--- src/verilog/eto_pkg.sv ---
package eto_pkg;
  // ------------------------------------------------------------
  // widths and timing
  // ------------------------------------------------------------
  localparam int ETO_LINES       = 32;
  localparam int ETO_OUT_LO      = 16;
  localparam int ETO_STATIC_N    = 8;
  localparam int ETO_EVENT_N     = 5;
  localparam int ETO_DELAY_CYC   = 8;
  localparam int ETO_PIPE_W      = 8;

  // ------------------------------------------------------------
  // line positions on the cable
  // ------------------------------------------------------------
  localparam int ETO_POS_STATIC  = 24;
  localparam int ETO_POS_BREAK   = 23;
  localparam int ETO_POS_TRACE   = 22;
  localparam int ETO_POS_FILTER  = 21;
  localparam int ETO_POS_EVENT   = 16;

  // ------------------------------------------------------------
  // register offsets (byte addresses)
  // ------------------------------------------------------------
  localparam logic [11:0] ETO_OFF_STAGE  = 12'h000;
  localparam logic [11:0] ETO_OFF_COMMIT = 12'h004;
  localparam logic [11:0] ETO_OFF_LEVEL  = 12'h008;
  localparam logic [11:0] ETO_OFF_STATUS = 12'h00c;
  localparam logic [11:0] ETO_OFF_SEL    = 12'h010;

  // ------------------------------------------------------------
  // field layout and reset values
  // ------------------------------------------------------------
  localparam int ETO_SEL_W       = 4;
  localparam logic [15:0] ETO_STAGE_RST = 16'h0000;
  localparam logic [7:0]  ETO_LEVEL_RST = 8'h00;
  localparam logic [19:0] ETO_SEL_RST   = 20'h43210;

  // per-line staged command, two bits each
  typedef enum logic [1:0] {
    ETO_CMD_KEEP = 2'h0,
    ETO_CMD_LOW  = 2'h1,
    ETO_CMD_HIGH = 2'h2
  } eto_cmd_t;
endpackage

--- src/verilog/eto_line_if.sv ---
`timescale 1ns/1ps
// carries the static-line staging between top and bank
interface eto_line_if;
  logic [15:0] stage;
  logic        commit;
  logic [7:0]  level;
  modport ctrl (output stage, output commit, input level);
  modport bank (input stage, input commit, output level);
endinterface

--- src/verilog/eto_static_bank.sv ---
`timescale 1ns/1ps
module eto_static_bank
  import eto_pkg::*;
#(
  parameter int N = ETO_STATIC_N
) (
  input  wire logic clock,
  input  wire logic rst,
  eto_line_if.bank  lines
);

  logic [7:0] level_r;
  logic [7:0] level_nxt;

  // ------------------------------------------------------------
  // commit: every line updated together, keep holds old level
  // ------------------------------------------------------------
  always_comb begin
    level_nxt = level_r;
    if (lines.commit) begin
      for (int i = 0; i < N; i++) begin
        case (eto_cmd_t'(lines.stage[2*i +: 2]))
          ETO_CMD_LOW:  level_nxt[i] = 1'b0;
          ETO_CMD_HIGH: level_nxt[i] = 1'b1;
          default:      level_nxt[i] = level_r[i];
        endcase
      end
    end
  end

  always_ff @(posedge clock or posedge rst) begin
    if (rst) begin
      level_r <= ETO_LEVEL_RST;
    end else begin
      level_r <= level_nxt;
    end
  end

  assign lines.level = level_r;
endmodule

--- src/verilog/eto_trigger_out.sv ---
`timescale 1ns/1ps
// What this block does
// - drive only cable lines 31 to 16
// - lines 31-24 hold host-chosen static levels
// - static levels readable back by host
// - each static line: low, high or keep
// - staged levels apply together on commit
// - status lines 23-21 always enabled
// - breakpoint line latches high after hit
// - trace-point line high only during hits
// - filter line high only while filtering
// - five event lines follow selected events
// - event outputs lag detection eight cycles
module eto_trigger_out
  import eto_pkg::*;
#(
  parameter int DELAY  = ETO_DELAY_CYC,
  parameter int EVT_N  = 16
) (
  input  wire logic                 clock,
  input  wire logic                 rst,
  input  wire logic                 psel,
  input  wire logic                 penable,
  input  wire logic                 pwrite,
  input  wire logic [11:0]          paddr,
  input  wire logic [31:0]          pwdata,
  output logic      [31:0]          prdata,
  output logic                      pready,
  output logic                      pslverr,
  input  wire logic                 break_hit,
  input  wire logic                 trace_hit,
  input  wire logic                 filter_act,
  input  wire logic                 prog_restart,
  input  wire logic [EVT_N-1:0]     event_det,
  output logic      [31:0]          external_trigger_line_o,
  output logic      [31:0]          external_trigger_line_oe
);

  // ------------------------------------------------------------
  // declarations
  // ------------------------------------------------------------
  eto_line_if lines ();

  logic [15:0]           stage_r;
  logic [15:0]           stage_nxt;
  logic                  commit_r;
  logic                  commit_nxt;
  logic [19:0]           sel_r;
  logic [19:0]           sel_nxt;
  logic                  brk_r;
  logic                  brk_nxt;
  logic                  trc_r;
  logic                  trc_nxt;
  logic                  flt_r;
  logic                  flt_nxt;
  logic [31:0]           rdata_r;
  logic [31:0]           rdata_nxt;
  logic                  err_r;
  logic                  err_nxt;
  logic [ETO_EVENT_N-1:0] pipe_r   [DELAY];
  logic [ETO_EVENT_N-1:0] pipe_nxt [DELAY];
  logic [ETO_EVENT_N-1:0] evt_pick;
  logic                  setup_en;
  logic                  wr_en;
  logic                  rd_en;

  // ------------------------------------------------------------
  // static bank
  // ------------------------------------------------------------
  eto_static_bank #(
    .N     (ETO_STATIC_N)
  ) u_bank (
    .clock (clock),
    .rst   (rst),
    .lines (lines.bank)
  );

  assign lines.stage  = stage_r;
  assign lines.commit = commit_r;

  // ------------------------------------------------------------
  // apb slave
  // ------------------------------------------------------------
  // zero wait states: access phase always completes on first edge
  assign pready  = 1'b1;
  assign pslverr = err_r;
  assign prdata  = rdata_r;
  // writes land on the access edge, the only edge the master commits to
  assign setup_en = psel & ~penable;
  assign wr_en    = psel & penable & pwrite;
  assign rd_en    = psel & ~penable & ~pwrite;

  function automatic logic mapped(input logic [11:0] a);
    mapped = (a == ETO_OFF_STAGE) || (a == ETO_OFF_COMMIT) ||
             (a == ETO_OFF_LEVEL) || (a == ETO_OFF_STATUS) ||
             (a == ETO_OFF_SEL);
  endfunction

  // read data and error decoded in setup so they stand in access
  always_comb begin
    stage_nxt  = stage_r;
    commit_nxt = 1'b0;
    sel_nxt    = sel_r;
    rdata_nxt  = rdata_r;
    err_nxt    = 1'b0;
    if (setup_en) begin
      err_nxt = ~mapped(paddr);
    end
    if (wr_en) begin
      if (paddr == ETO_OFF_STAGE) begin
        stage_nxt = pwdata[15:0];
      end else if (paddr == ETO_OFF_COMMIT) begin
        commit_nxt = pwdata[0];
      end else if (paddr == ETO_OFF_SEL) begin
        sel_nxt = pwdata[19:0];
      end
    end else if (rd_en) begin
      rdata_nxt = 32'h0000_0000;
      if (paddr == ETO_OFF_STAGE) begin
        rdata_nxt = {16'h0000, stage_r};
      end else if (paddr == ETO_OFF_LEVEL) begin
        rdata_nxt = {24'h000000, lines.level};
      end else if (paddr == ETO_OFF_STATUS) begin
        rdata_nxt = {29'h0, brk_r, trc_r, flt_r};
      end else if (paddr == ETO_OFF_SEL) begin
        rdata_nxt = {12'h000, sel_r};
      end
    end
  end

  always_ff @(posedge clock or posedge rst) begin
    if (rst) begin
      stage_r  <= ETO_STAGE_RST;
      commit_r <= 1'b0;
      sel_r    <= ETO_SEL_RST;
      rdata_r  <= 32'h0000_0000;
      err_r    <= 1'b0;
    end else begin
      stage_r  <= stage_nxt;
      commit_r <= commit_nxt;
      sel_r    <= sel_nxt;
      rdata_r  <= rdata_nxt;
      err_r    <= err_nxt;
    end
  end

  // ------------------------------------------------------------
  // status lines
  // ------------------------------------------------------------
  // a hit in the restart cycle wins, so that break is not lost
  always_comb begin
    brk_nxt = brk_r;
    if (prog_restart) begin
      brk_nxt = 1'b0;
    end
    if (break_hit) begin
      brk_nxt = 1'b1;
    end
    trc_nxt = trace_hit;
    flt_nxt = filter_act;
  end

  always_ff @(posedge clock or posedge rst) begin
    if (rst) begin
      brk_r <= 1'b0;
      trc_r <= 1'b0;
      flt_r <= 1'b0;
    end else begin
      brk_r <= brk_nxt;
      trc_r <= trc_nxt;
      flt_r <= flt_nxt;
    end
  end

  // ------------------------------------------------------------
  // event selection and delay pipe
  // ------------------------------------------------------------
  // selector picks the event in the first stage; the pipe adds rest
  always_comb begin
    for (int i = 0; i < ETO_EVENT_N; i++) begin
      evt_pick[i] = event_det[sel_r[ETO_SEL_W*i +: ETO_SEL_W]];
    end
    pipe_nxt[0] = evt_pick;
    for (int s = 1; s < DELAY; s++) begin
      pipe_nxt[s] = pipe_r[s-1];
    end
  end

  always_ff @(posedge clock or posedge rst) begin
    if (rst) begin
      for (int s = 0; s < DELAY; s++) begin
        pipe_r[s] <= '0;
      end
    end else begin
      for (int s = 0; s < DELAY; s++) begin
        pipe_r[s] <= pipe_nxt[s];
      end
    end
  end

  // ------------------------------------------------------------
  // cable drive
  // ------------------------------------------------------------
  // lower half stays undriven: it belongs to the input side
  assign external_trigger_line_oe = {16'hffff, 16'h0000};
  assign external_trigger_line_o  = {lines.level,
                                     brk_r, trc_r, flt_r,
                                     pipe_r[DELAY-1],
                                     16'h0000};
endmodule

--- config.mk ---
export PLATFORM = sky130hd
export DESIGN_NAME = eto_trigger_out
export DESIGN_NICKNAME = d
export VERILOG_FILES = /design/src/verilog/eto_pkg.sv /design/src/verilog/eto_line_if.sv /design/src/verilog/eto_static_bank.sv /design/src/verilog/eto_trigger_out.sv
export SDC_FILE = /design/constraint.sdc
export NUM_CORES = 1
export LEC_CHECK = 0
export ABC_AREA = 1
export BUFFER_PORTS_ARGS = -buffer_cell sky130_fd_sc_hd__buf_2
export CAP_MARGIN = 20
export CORE_AREA = 2 2 118 120
export DETAILED_ROUTE_END_ITERATION = 12
export DIE_AREA = 0 0 120 122
export PLACE_DENSITY = 0.68
export SYNTH_ARGS = -nofsm -noshare
export SYNTH_HDL_FRONTEND = slang
export SYNTH_HIERARCHICAL = 1
export SYNTH_SLANG_ARGS = --single-unit
--- constraint.sdc ---
create_clock -name clock -period 4.6 [get_ports clock]
set_input_delay 0.23 -clock clock [delete_from_list [all_inputs] [get_ports clock]]
set_output_delay 0.23 -clock clock [all_outputs]
set_load 0.02 [all_outputs]
==> results of run 1 <==
-- per-stage QoR --
stage / hold slack, ns / utilization / instances / setup WS [ns] / instance area [um2]
detailed placement: 0.2361 / 0.4392 / 913 / 2.550 / 5931
floorplan: 0.04566 / - / 737 / 1.731 / 5942
global route: 0.07598 / 0.4635 / 932 / 2.680 / 6260
global placement: 0.2362 / 0.4392 / 913 / 2.570 / 5931
CTS: 0.05815 / 0.4635 / 932 / 2.900 / 6260
finish: 0.06438 / 0.4635 / 932 / 2.921 / 6260
-- routing by layer --
| metal | vias to the layer above | share of wire | track usage |
|---|---|---|---|
| li1 | 2207 | - | - |
| met1 | 1965 | 0.48 | 0.2467 |
| met2 | 168 | 0.45 | 0.2610 |
| met3 | 15 | 0.059 | 0.03324 |
| met4 | 2 | 0.015 | 0.06103 |
| met5 | - | 0.0010 | 0 |
-- worst paths after layout --
check                                         to  slack, ns
max                              lines.stage[13]       2.92
min                                        brk_r       0.06
max reg2reg                         pipe_nxt[31]       3.29
min reg2reg                         pipe_nxt[29]       0.35
max in group asynchronous              prdata[8]       3.02
min in group asynchronous  u_bank/lines.level[5]       0.41
-- area by class of cell --
cell class	count	area, um2	share of cell area
clock buffers	9	225.2	0.03598
repair buffers	98	510.5	0.08155
well taps	180	225.2	0.03598
clock inverters	7	73.82	0.01179
inverters	63	239.0	0.03818
flip-flops and latches	109	2734	0.4367
multi-input cells	466	2252	0.3598
-- state kept, by name, indices dropped and copies added (netlist names), 5 cells and up --
name and cells:
pipe_nxt 35, prdata 20, sel_r 20, lines.stage 16
u_bank/lines.level 8, external_trigger_line_o 5
-- layout by cell type (no fill, tap or decap), types with 3 or more instances in the layout --
| cell type | n |
|---|---|
| nor2_1 | 9 |
| conb_1 | 61 |
| nand3_1 | 75 |
| o211ai_1 | 22 |
| a31oi_1 | 8 |
| inv_1 | 60 |
| nor2_2 | 3 |
| nand2_1 | 181 |
| o21ai_0 | 36 |
| nand3b_1 | 5 |
| dlygate4sd3_1 | 3 |
| nand3_2 | 5 |
| buf_2 | 93 |
| o21ai_1 | 10 |
| clkbuf_16 | 9 |
| nand2_4 | 3 |
| dfstp_2 | 5 |
| clkinv_4 | 3 |
| ha_1 | 8 |
| dfrtp_1 | 104 |
| or2_2 | 8 |
| a21oi_1 | 21 |
-- kinds of logic after synthesis --
kind of cell | synth area share
AND/OR/NAND/NOR | 0.2371
buffers and inverters | 0.1671
flip-flops | 0.4779
AO/OA/AOI/OAI | 0.09908
adder cells (fa/ha/maj) | 0.01750
other | 0.001313
-- power by group through the flow --
stage               clock network (mW)  registers [mW]  logic, mW
floorplan                            0            1.03      0.152
global placement                     0            1.02      0.194
detailed placement                   0            1.02      0.195
CTS                              0.788           0.998      0.197
global route                     0.827            1.00      0.217
finish                           0.773           0.998      0.194
-- repair_timing --
item                                   4_1_cts  5_1_grt
resized for setup                            0        0
setup endpoints to repair                    0        0
endpoints found under the hold margin       10        0
hold buffers                                 3        0
==> impl_results.md, run 1 <==
* Antenna violations before repair at 2
* Filler Cell Count at 1,368
* Peak Freq at 595.5 MHz
* Avg Cell Area, Syn at 8.437 um2
* GR Util All Layers at 0.1722
* Final setup fails at 0
* Yosys top cell area share at 0.4549
* Outcome: finished, final reports clean
* Min-Delay Path Class: in2reg
* I/O pins at 167
* Primary FF master, synth: dfrtp_1
* RSZ-0062 raised after global routing: no
* Die W at 120 um
* Cell Rows at 43
* Final WL at 12,500 um
* Number of synthesized flops with an enable pin at 0
* Yosys top cell by area: dfrtp_1
* Total clock sinks at 109
* Sw Ratio at 0.2728
* Hold depth at 2
* Setup crit start: paddr[9]
* Inserted Diodes at 0
* Critical path's top delay family: simple AND/OR/NAND/NOR gates
* NetSw at 0.5359 mW
* Routed Antenna Nets at 0
* Seq cells post-synth at 109
* CTS tree: yes
* CTS Buffer Depth at 2
* Reg power frac at 0.508
* Syn. warnings at 6
* Largest net degree at the start of global routing at 53
* Clk_lat worst skew at 0.35 ns
* Distinct cell type count after synthesis at 35
* Cell Pwr Density at 313.8 nW/um2
* Power consumption at 1.965 mW
* Post-synthesis sequential area ratio at 0.4779
* Overflow after GRT at 0
* Synth-to-layout area growth at 9.427%
* VDD IR max at 0.0001879 V
* Critical Path RT at 4.89 ns
* RD Place Congestion at 0.8225
* Synth top area cells: dfrtp_1 (45%), nand2_1 (12%), buf_4 (8.9%)
* Clock root buffer: clkbuf_16
* Layout Nets at 824
* First-pass GRT wire length at 19,680 um
* Die height at 122 um
* Setup bufs post-CTS at 0
* TNS Setup at 0 ns
* Maximum net fanout on the critical path at 33
* Slowest CP cell: nor2_4
* Hold Vio Cnt, Final at 0
* Critical path cell sequence: buf_2 > nor2_1 > nand2_1 > nor2_4 > nand2_4 > nor2_4 > nand2_1 > nand2_1
* Pint at 1.429 mW
* Number of max-cap violations at 0
* Clock group share of total power at 0.393
* Hpwl dp at 9073 um
* Iteration-0 DRC Markers at 257
* Die Footprint at 14,640 um2
* Initial Utilization at 0.4236
* R2R depth at 5
* Crit path kind: in2reg
* Crit path arrival time at 1.97 ns
* Num CTS Buffers at 9
* Period utilization at 0.3651
* Share of layout cells above drive strength 1 at 0.1928
* Cells after synthesis at 678
* Reg clk slew, reported paths at 0.08 ns
* Relative slew slack at 0.5538
* Startpoint Class: input port
* Top-count cell post-synth: nand2_1
* Most frequent CP cell: nand2_1
* Worst Setup End Kind: flop
* Hold Startpoint: prog_restart
* Asr flop ratio synth at 1.000
* Combinational fraction of design power at 0.099
* Worst-margin pin slew at 0.6685 ns
* Core area at 13,500 um2
* Leakage at 3.338 nW
* Instance count on the critical path at 8
* Commonest cells post-synth: nand2_1 (181), dfrtp_1 (104), nand3_1 (75)
* Clock skew at 0.008599 ns
* Worst path max stage delay at 0.46 ns
* Buffers on Ports at 93
* Post-Syn Area at 5720 um2
* Routed WL per cell at 13.42 um
* DRC viols at 0
* Number of global-route vias before repair at 3,770
* Routed vias/inst at 4.675
* CP bufs+invs at 1
* 1st-pass router iterations at 4
* Launch point of the worst reg-to-reg path: sel_r[4]
* Crit path time final at 1.679 ns
* Final Max Slew Viols at 0
* Vias at 4,357
* H-tree depth at 3
No activity file was read; power rests on OpenSTA's default activity.
==> run 2, diff against run 1 <==
Settings changed: PLACE_DENSITY 0.68 to 0.71.
Clock period 4.6 ns to 1.4 ns, I/O delays scaled along.
==> run 2 against run 1 <==
  * Utilization up 3.2 points
  * Combinational power rose to 3.8 times the previous value
  * Sequential power rose to 3.3 times the previous value
  * Largest power group unchanged
==> impl_results.md, run 2 (synthesis results as in run 1) <==
* H-tree depth at 3 (unchanged)
* Die W at 120 um (unchanged)
* Cell Rows at 43 (unchanged)
* Multi-input logic area at 2257 um2 (was 2252 um2)
* First-pass GRT wire length at 21,160 um (was 19,680 um)
* Relative slew slack at 0.6408 (was 0.5538)
* Crit path time final at 1.329 ns
* Outcome: finished, final reports clean (unchanged)
* Final Max Slew Viols at 0 (unchanged)
* Crit path arrival time at 1.57 ns (was 1.97 ns)
* RD Place Congestion at 0.8752 (was 0.8225)
* Commonest non-fill, non-tap cell in the layout: nand2_1 (unchanged)
* Most frequent cells in the layout: nand2_1 (181), dfrtp_1 (103), buf_2 (93), nand3_1 (75), conb_1 (61) (was nand2_1 (181), dfrtp_1 (104), buf_2 (93), nand3_1 (75), conb_1 (61))
* Final setup fails at 0 (unchanged)
* Routed Antenna Nets at 0 (unchanged)
* Crit path kind: in2reg (unchanged)
* Largest net degree at the start of global routing at 35 (was 53)
* NetSw at 1.856 mW (was 0.5359 mW)
* M1 WL at 6033 um (was 5944 um)
* RSZ-0062 raised after global routing: yes (was no)
* Die Footprint at 14,640 um2 (unchanged)
* Cell Pwr Density at 989.8 nW/um2 (was 313.8 nW/um2)
* Share of layout cells above drive strength 1 at 0.2071 (was 0.1928)
* Total clock sinks at 109 (unchanged)
* Max reg flops at 35 (unchanged)
* Hold Vio Cnt, Final at 0 (unchanged)
* GR Util All Layers at 0.1860 (was 0.1722)
* Synth-to-layout area growth at 16.99% (was 9.427%)
* Min-Delay Path Class: in2reg (unchanged)
* Clock group share of total power at 0.394 (was 0.393)
* Reg power frac at 0.495 (was 0.508)
* Peak Freq at 752.6 MHz
* Core area at 13,500 um2 (unchanged)
* Antenna violations before repair at 0 (was 2)
* Num CTS Buffers at 9 (unchanged)
* Routed vias/inst at 4.775 (was 4.675)
* Buffers on Ports at 93 (unchanged)
* TNS Setup at 0 ns (unchanged)
* VDD IR max at 0.0005750 V (was 0.0001879 V)
* Die height at 122 um (unchanged)
* Overflow after GRT at 0 (unchanged)
* Number of global-route vias before repair at 4,100 (was 3,770)
* Vias at 4,641 (was 4,357)
* Maximum net fanout on the critical path at 15 (was 33)
* Uppermost layer routed: met4 (was met5)
* Power consumption at 6.625 mW (was 1.965 mW)
* Clock root buffer: clkbuf_16 (unchanged)
* Inserted Diodes at 0 (unchanged)
* Filler Cell Count at 1,281 (was 1,368)
* Clock skew at 0.007965 ns (was 0.008599 ns)
* I/O pins at 167 (unchanged)
* CTS Buffer Depth at 2 (unchanged)
* Worst Setup End Kind: flop (unchanged)
* Routed WL per cell at 13.67 um (was 13.42 um)
* Final WL at 13,290 um (was 12,500 um)
* Leakage at 3.524 nW (was 3.338 nW)
* Combinational fraction of design power at 0.111 (was 0.099)
* CTS tree: yes (unchanged)
* Number of max-cap violations at 0 (unchanged)
* Reg area at 2739 um2 (was 2734 um2)
* Reg clk slew, reported paths at 0.08 ns (about the same)
* Met3 wire len at 724 um (was 740 um)
* Critical Path RT at 1.65 ns (was 4.89 ns)
* 1st-pass router iterations at 5 (was 4)
* Pint at 4.769 mW (was 1.429 mW)
* Iteration-0 DRC Markers at 335 (was 257)
* DRC viols at 0 (unchanged)
* Worst-margin pin slew at 0.5388 ns (was 0.6685 ns)
* Startpoint Class: input port (unchanged)
* Hpwl dp at 9592 um (was 9073 um)
* Sw Ratio at 0.2801 (was 0.2728)
* Layout Nets at 864 (was 824)
* Period utilization at 0.9491
* Initial Utilization at 0.4236 (unchanged)
* Met2 Routed Length at 6297 um (was 5619 um)
* Clk_lat worst skew at 0.36 ns (was 0.35 ns)
## run 2: worst paths after layout
kind,endpoint,start,slack [ns],depth (start not counted)
min in group asynchronous,u_bank/lines.level[0],rst,0.24,3
max in group asynchronous,pipe_nxt[2],rst,0.57,4
min reg2reg,pipe_nxt[22],pipe_nxt[27],0.35,0
min,commit_r,penable,0.03,3
max,prdata[16],psel,0.07,10
max reg2reg,pipe_nxt[30],sel_r[0],0.11,5
## run 2: power groups by stage
stage                     logic (mW)  clock network, mW  registers, mW
final                          0.735               2.61           3.28
after global routing           0.812               2.77           3.29
after CTS                      0.727               2.64           3.28
after detailed placement       0.669                  0           3.35
after global placement         0.666                  0           3.34
after floorplan                0.499                  0           3.40
## run 2: layer usage
layer,up-vias,GRT usage
met4,0,0.06103
met5,-,0
met2,180,0.2908
met3,14,0.03839
li1,2273,-
met1,2174,0.2593
## run 2: timing repair
action,CTS,global route
setup buffers,0,0
hold buffers,26,0
gates resized for setup,0,5
endpoints found under the setup margin,0,14
hold endpoints to repair,57,0
## run 2: critical path, cell delays in order
cell and delay [ns]:
dlygate4sd3_1 0.52, buf_2 0.12, inv_1 0.04, nor2_1 0.07, inv_1 0.09, nor2_4 0.16, buf_12 0.17, clkinvlp_4 0.16
nand2_1 0.11, nand2_1 0.05
## run 2: final cells by class
class                   count  area share
clock inverters             7     0.01178
repair buffers            137      0.1368
well taps                 180     0.03365
repair inverters            1    0.001122
flip-flops and latches    109      0.4092
inverters                  63     0.03646
multi-input cells         466      0.3373
clock buffers               9     0.03365
## run 2: per-stage QoR
step | util | instances | worst slack, ns | hold WS [ns] | instance area (um2)
detailed placement | 0.4504 | 928 | 0.06649 | 0.08126 | 6082
global placement | 0.4504 | 928 | 0.09103 | 0.07611 | 6082
floorplan | - | 737 | 0.01971 | -0.1143 | 5946
CTS | 0.4922 | 970 | 0.03045 | 0.01746 | 6646
finish | 0.4956 | 972 | 0.07133 | 0.03019 | 6693
global route | 0.4956 | 972 | 0.001290 | 0.04405 | 6693
==> run 3, diff against run 2 <==
Settings changed: CORE_AREA 2 2 118 120 to 2 2 131 133, DIE_AREA 0 0 120 122 to 0 0 133 135, PLACE_DENSITY 0.71 to default.
==> run 3 against run 2 <==
  * Worst hold slack worse by 0.018 ns
  * Wire length up 2.4%
  * Clock skew fell by 0.0014 ns
  * Clock power grew 5%
  * Sequential power about the same
  * Final cell count increased by 4.0%
  * Critical path depth is 5 lower
  * Critical endpoint is now pipe_nxt[31]
  * Largest power group unchanged
  * Highest routed layer unchanged
==> impl_results.md, run 3 (synthesis results as in run 1) <==
* Pint at 4.941 mW (was 4.769 mW)
* Critical path cell sequence: a21oi_1 > o21ai_0 > nand3_1 > nand3_1 > nand2_1 (was dlygate4sd3_1 > buf_2 > inv_1 > nor2_1 > inv_1 > nor2_4 > buf_12 > clkinvlp_4 > nand2_1 > nand2_1)
* Share of layout cells above drive strength 1 at 0.2086 (was 0.2071)
* Inserted Diodes at 0 (unchanged)
* Reg power frac at 0.486 (was 0.495)
* Placed Instances at 966 (was 928)
* Cell Pwr Density at 997.0 nW/um2 (was 989.8 nW/um2)
* CTS Buffer Depth at 2 (unchanged)
* Iteration-0 DRC Markers at 300 (was 335)
* Die height at 135 um (was 122 um)
* Core area at 16,410 um2 (was 13,500 um2)
* Crit path kind: reg2reg (was in2reg)
* Peak Freq at 752.8 MHz (was 752.6 MHz)
* Crit path setup slack, layout at 0.07164 ns (was 0.07133 ns)
* Maximum net fanout on the critical path at 18 (was 15)
* Final setup fails at 0 (unchanged)
* Buffers on Ports at 93 (unchanged)
* Initial Utilization at 0.3487 (was 0.4236)
* Vias at 4,498 (was 4,641)
* NetSw at 1.810 mW (was 1.856 mW)
* Cell Rows at 47 (was 43)
* RD Place Congestion at 0.8649 (was 0.8752)
* Hold slack at 0.01250 ns (was 0.03019 ns)
* Antenna violations before repair at 0 (unchanged)
* Routed vias/inst at 4.449 (was 4.775)
* Sw Ratio at 0.2682 (was 0.2801)
* Crit path time final at 1.328 ns (was 1.329 ns)
* Slowest CP cell: dfstp_4 (was dlygate4sd3_1)
* I/O pins at 167 (unchanged)
* Clock skew at 0.006555 ns (was 0.007965 ns)
* Reg2reg setup slack at 0.07 ns (was 0.11 ns)
* Commonest non-fill, non-tap cell in the layout: nand2_1 (unchanged)
* Hold Vio Cnt, Final at 0 (unchanged)
* Num CTS Buffers at 9 (unchanged)
* 1st-pass router iterations at 5 (unchanged)
* Number of global-route vias before repair at 4,095 (was 4,100)
* Startpoint Class: flop (was input port)
* Critical Path RT at 1.64 ns (was 1.65 ns)
* VDD IR max at 0.0005492 V (was 0.0005750 V)
* Min-Delay Path Class: in2reg (unchanged)
* Most frequent cells in the layout: nand2_1 (181), dfrtp_1 (101), buf_2 (93), nand3_1 (75), conb_1 (61) (was nand2_1 (181), dfrtp_1 (103), buf_2 (93), nand3_1 (75), conb_1 (61))
* Period utilization at 0.9488 (was 0.9491)
* Routed Antenna Nets at 0 (unchanged)
* Finished Layout Cells at 1,011 (was 972)
* Layout Nets at 863 (was 864)
* H-tree depth at 3 (unchanged)
* Final Max Slew Viols at 0 (unchanged)
* Synth-to-layout area growth at 18.37% (was 16.99%)
* Reg clk slew, reported paths at 0.08 ns (about the same)
* RSZ-0062 raised after global routing: no (was yes)
* DRC viols at 0 (unchanged)
* Die Footprint at 17,960 um2 (was 14,640 um2)
* Clk_lat worst skew at 0.36 ns (about the same)
* Clock group share of total power at 0.405 (was 0.394)
* Die W at 133 um (was 120 um)
* Pre-CTS WS at 0.01254 ns (was 0.06649 ns)
* First-pass GRT wire length at 21,640 um (was 21,160 um)
* Number of max-cap violations at 0 (unchanged)
* Total clock sinks at 109 (unchanged)
* Worst path max stage delay at 0.73 ns (was 0.52 ns)
* Largest net degree at the start of global routing at 34 (was 35)
* Most frequent CP cell: nand3_1
* Worst Setup End Kind: flop (unchanged)
* Leakage at 3.531 nW (was 3.524 nW)
* Max reg flops at 35 (unchanged)
* CTS tree: yes (unchanged)
* Routed WL per cell at 13.46 um (was 13.67 um)
* Final WL at 13,610 um (was 13,290 um)
* Hpwl dp at 10,020 um (was 9592 um)
* Outcome: finished, final reports clean (unchanged)
* Clock root buffer: clkbuf_16 (unchanged)
* Overflow after GRT at 0 (unchanged)
* TNS Setup at 0 ns (unchanged)
* Filler Cell Count at 1,714 (was 1,281)
* Crit path arrival time at 1.57 ns (about the same)
* Combinational fraction of design power at 0.109 (was 0.111)
* GR Util All Layers at 0.1552 (was 0.1860)
run 3: final timing paths:
check	startpoint	end	cells past startpoint
worst max-delay path	sel_r[4]	pipe_nxt[31]	5
worst min-delay path	penable	commit_r	3
worst max register to register	sel_r[4]	pipe_nxt[31]	5
worst min register to register	pipe_nxt[25]	pipe_nxt[20]	0
max in group asynchronous	rst	sel_r[12]	4
min in group asynchronous	rst	u_bank/lines.level[0]	3
run 3: power by group through the flow:
stage | Sequential [mW] | Combinational, mW | Clock [mW]
floorplan | 3.40 | 0.499 | 0
global placement | 3.34 | 0.670 | 0
detailed placement | 3.35 | 0.673 | 0
CTS | 3.28 | 0.730 | 2.81
global route | 3.29 | 0.815 | 2.93
finish | 3.28 | 0.738 | 2.73
run 3: area by class of cell:
type | instances | area [um2] | share of cell area
Tap cell | 220 | 275.3 | 0.04065
Inverter | 63 | 244.0 | 0.03603
Clock inverter | 7 | 100.1 | 0.01478
Timing Repair Buffer | 136 | 920.9 | 0.1360
Clock buffer | 9 | 225.2 | 0.03326
Sequential cell | 109 | 2741 | 0.4048
Timing Repair inverter | 1 | 7.507 | 0.001109
Multi-Input combinational cell | 466 | 2257 | 0.3333
run 3: per-stage QoR:
| stage | utilization | power [mW] | cell area (um2) |
|---|---|---|---|
| 5_1_grt | 0.4127 | 7.042 | 6771 |
| 6_report | 0.4127 | 6.751 | 6771 |
| 4_1_cts | 0.4093 | 6.823 | 6715 |
| 3_3_place_gp | 0.3736 | 4.011 | 6130 |
| 3_5_place_dp | 0.3736 | 4.018 | 6130 |
| 2_1_floorplan | - | 3.896 | 5946 |
run 3: what timing repair did:
item | 4_1_cts | 5_1_grt
endpoints found under the setup margin | 0 | 17
hold buffers | 26 | 0
resized for setup | 0 | 7
buffers inserted | 0 | 1
hold endpoints to repair | 59 | 0
run 3: worst max-delay path, delay by kind of cell, from the launching register on:
| kind | cells | cell delay [ns] |
|---|---|---|
| DFF | 1 | 0.73 |
| AOI/OAI and AO/OA | 2 | 0.18 |
| and+or+nand+nor | 3 | 0.30 |
run 3: metal layers:
| layer | track usage | part of all wire |
|---|---|---|
| met2 | 0.2381 | 0.46 |
| met5 | 0 | 0 |
| met1 | 0.2164 | 0.47 |
| met4 | 0.05556 | 0.022 |
| met3 | 0.03491 | 0.051 |
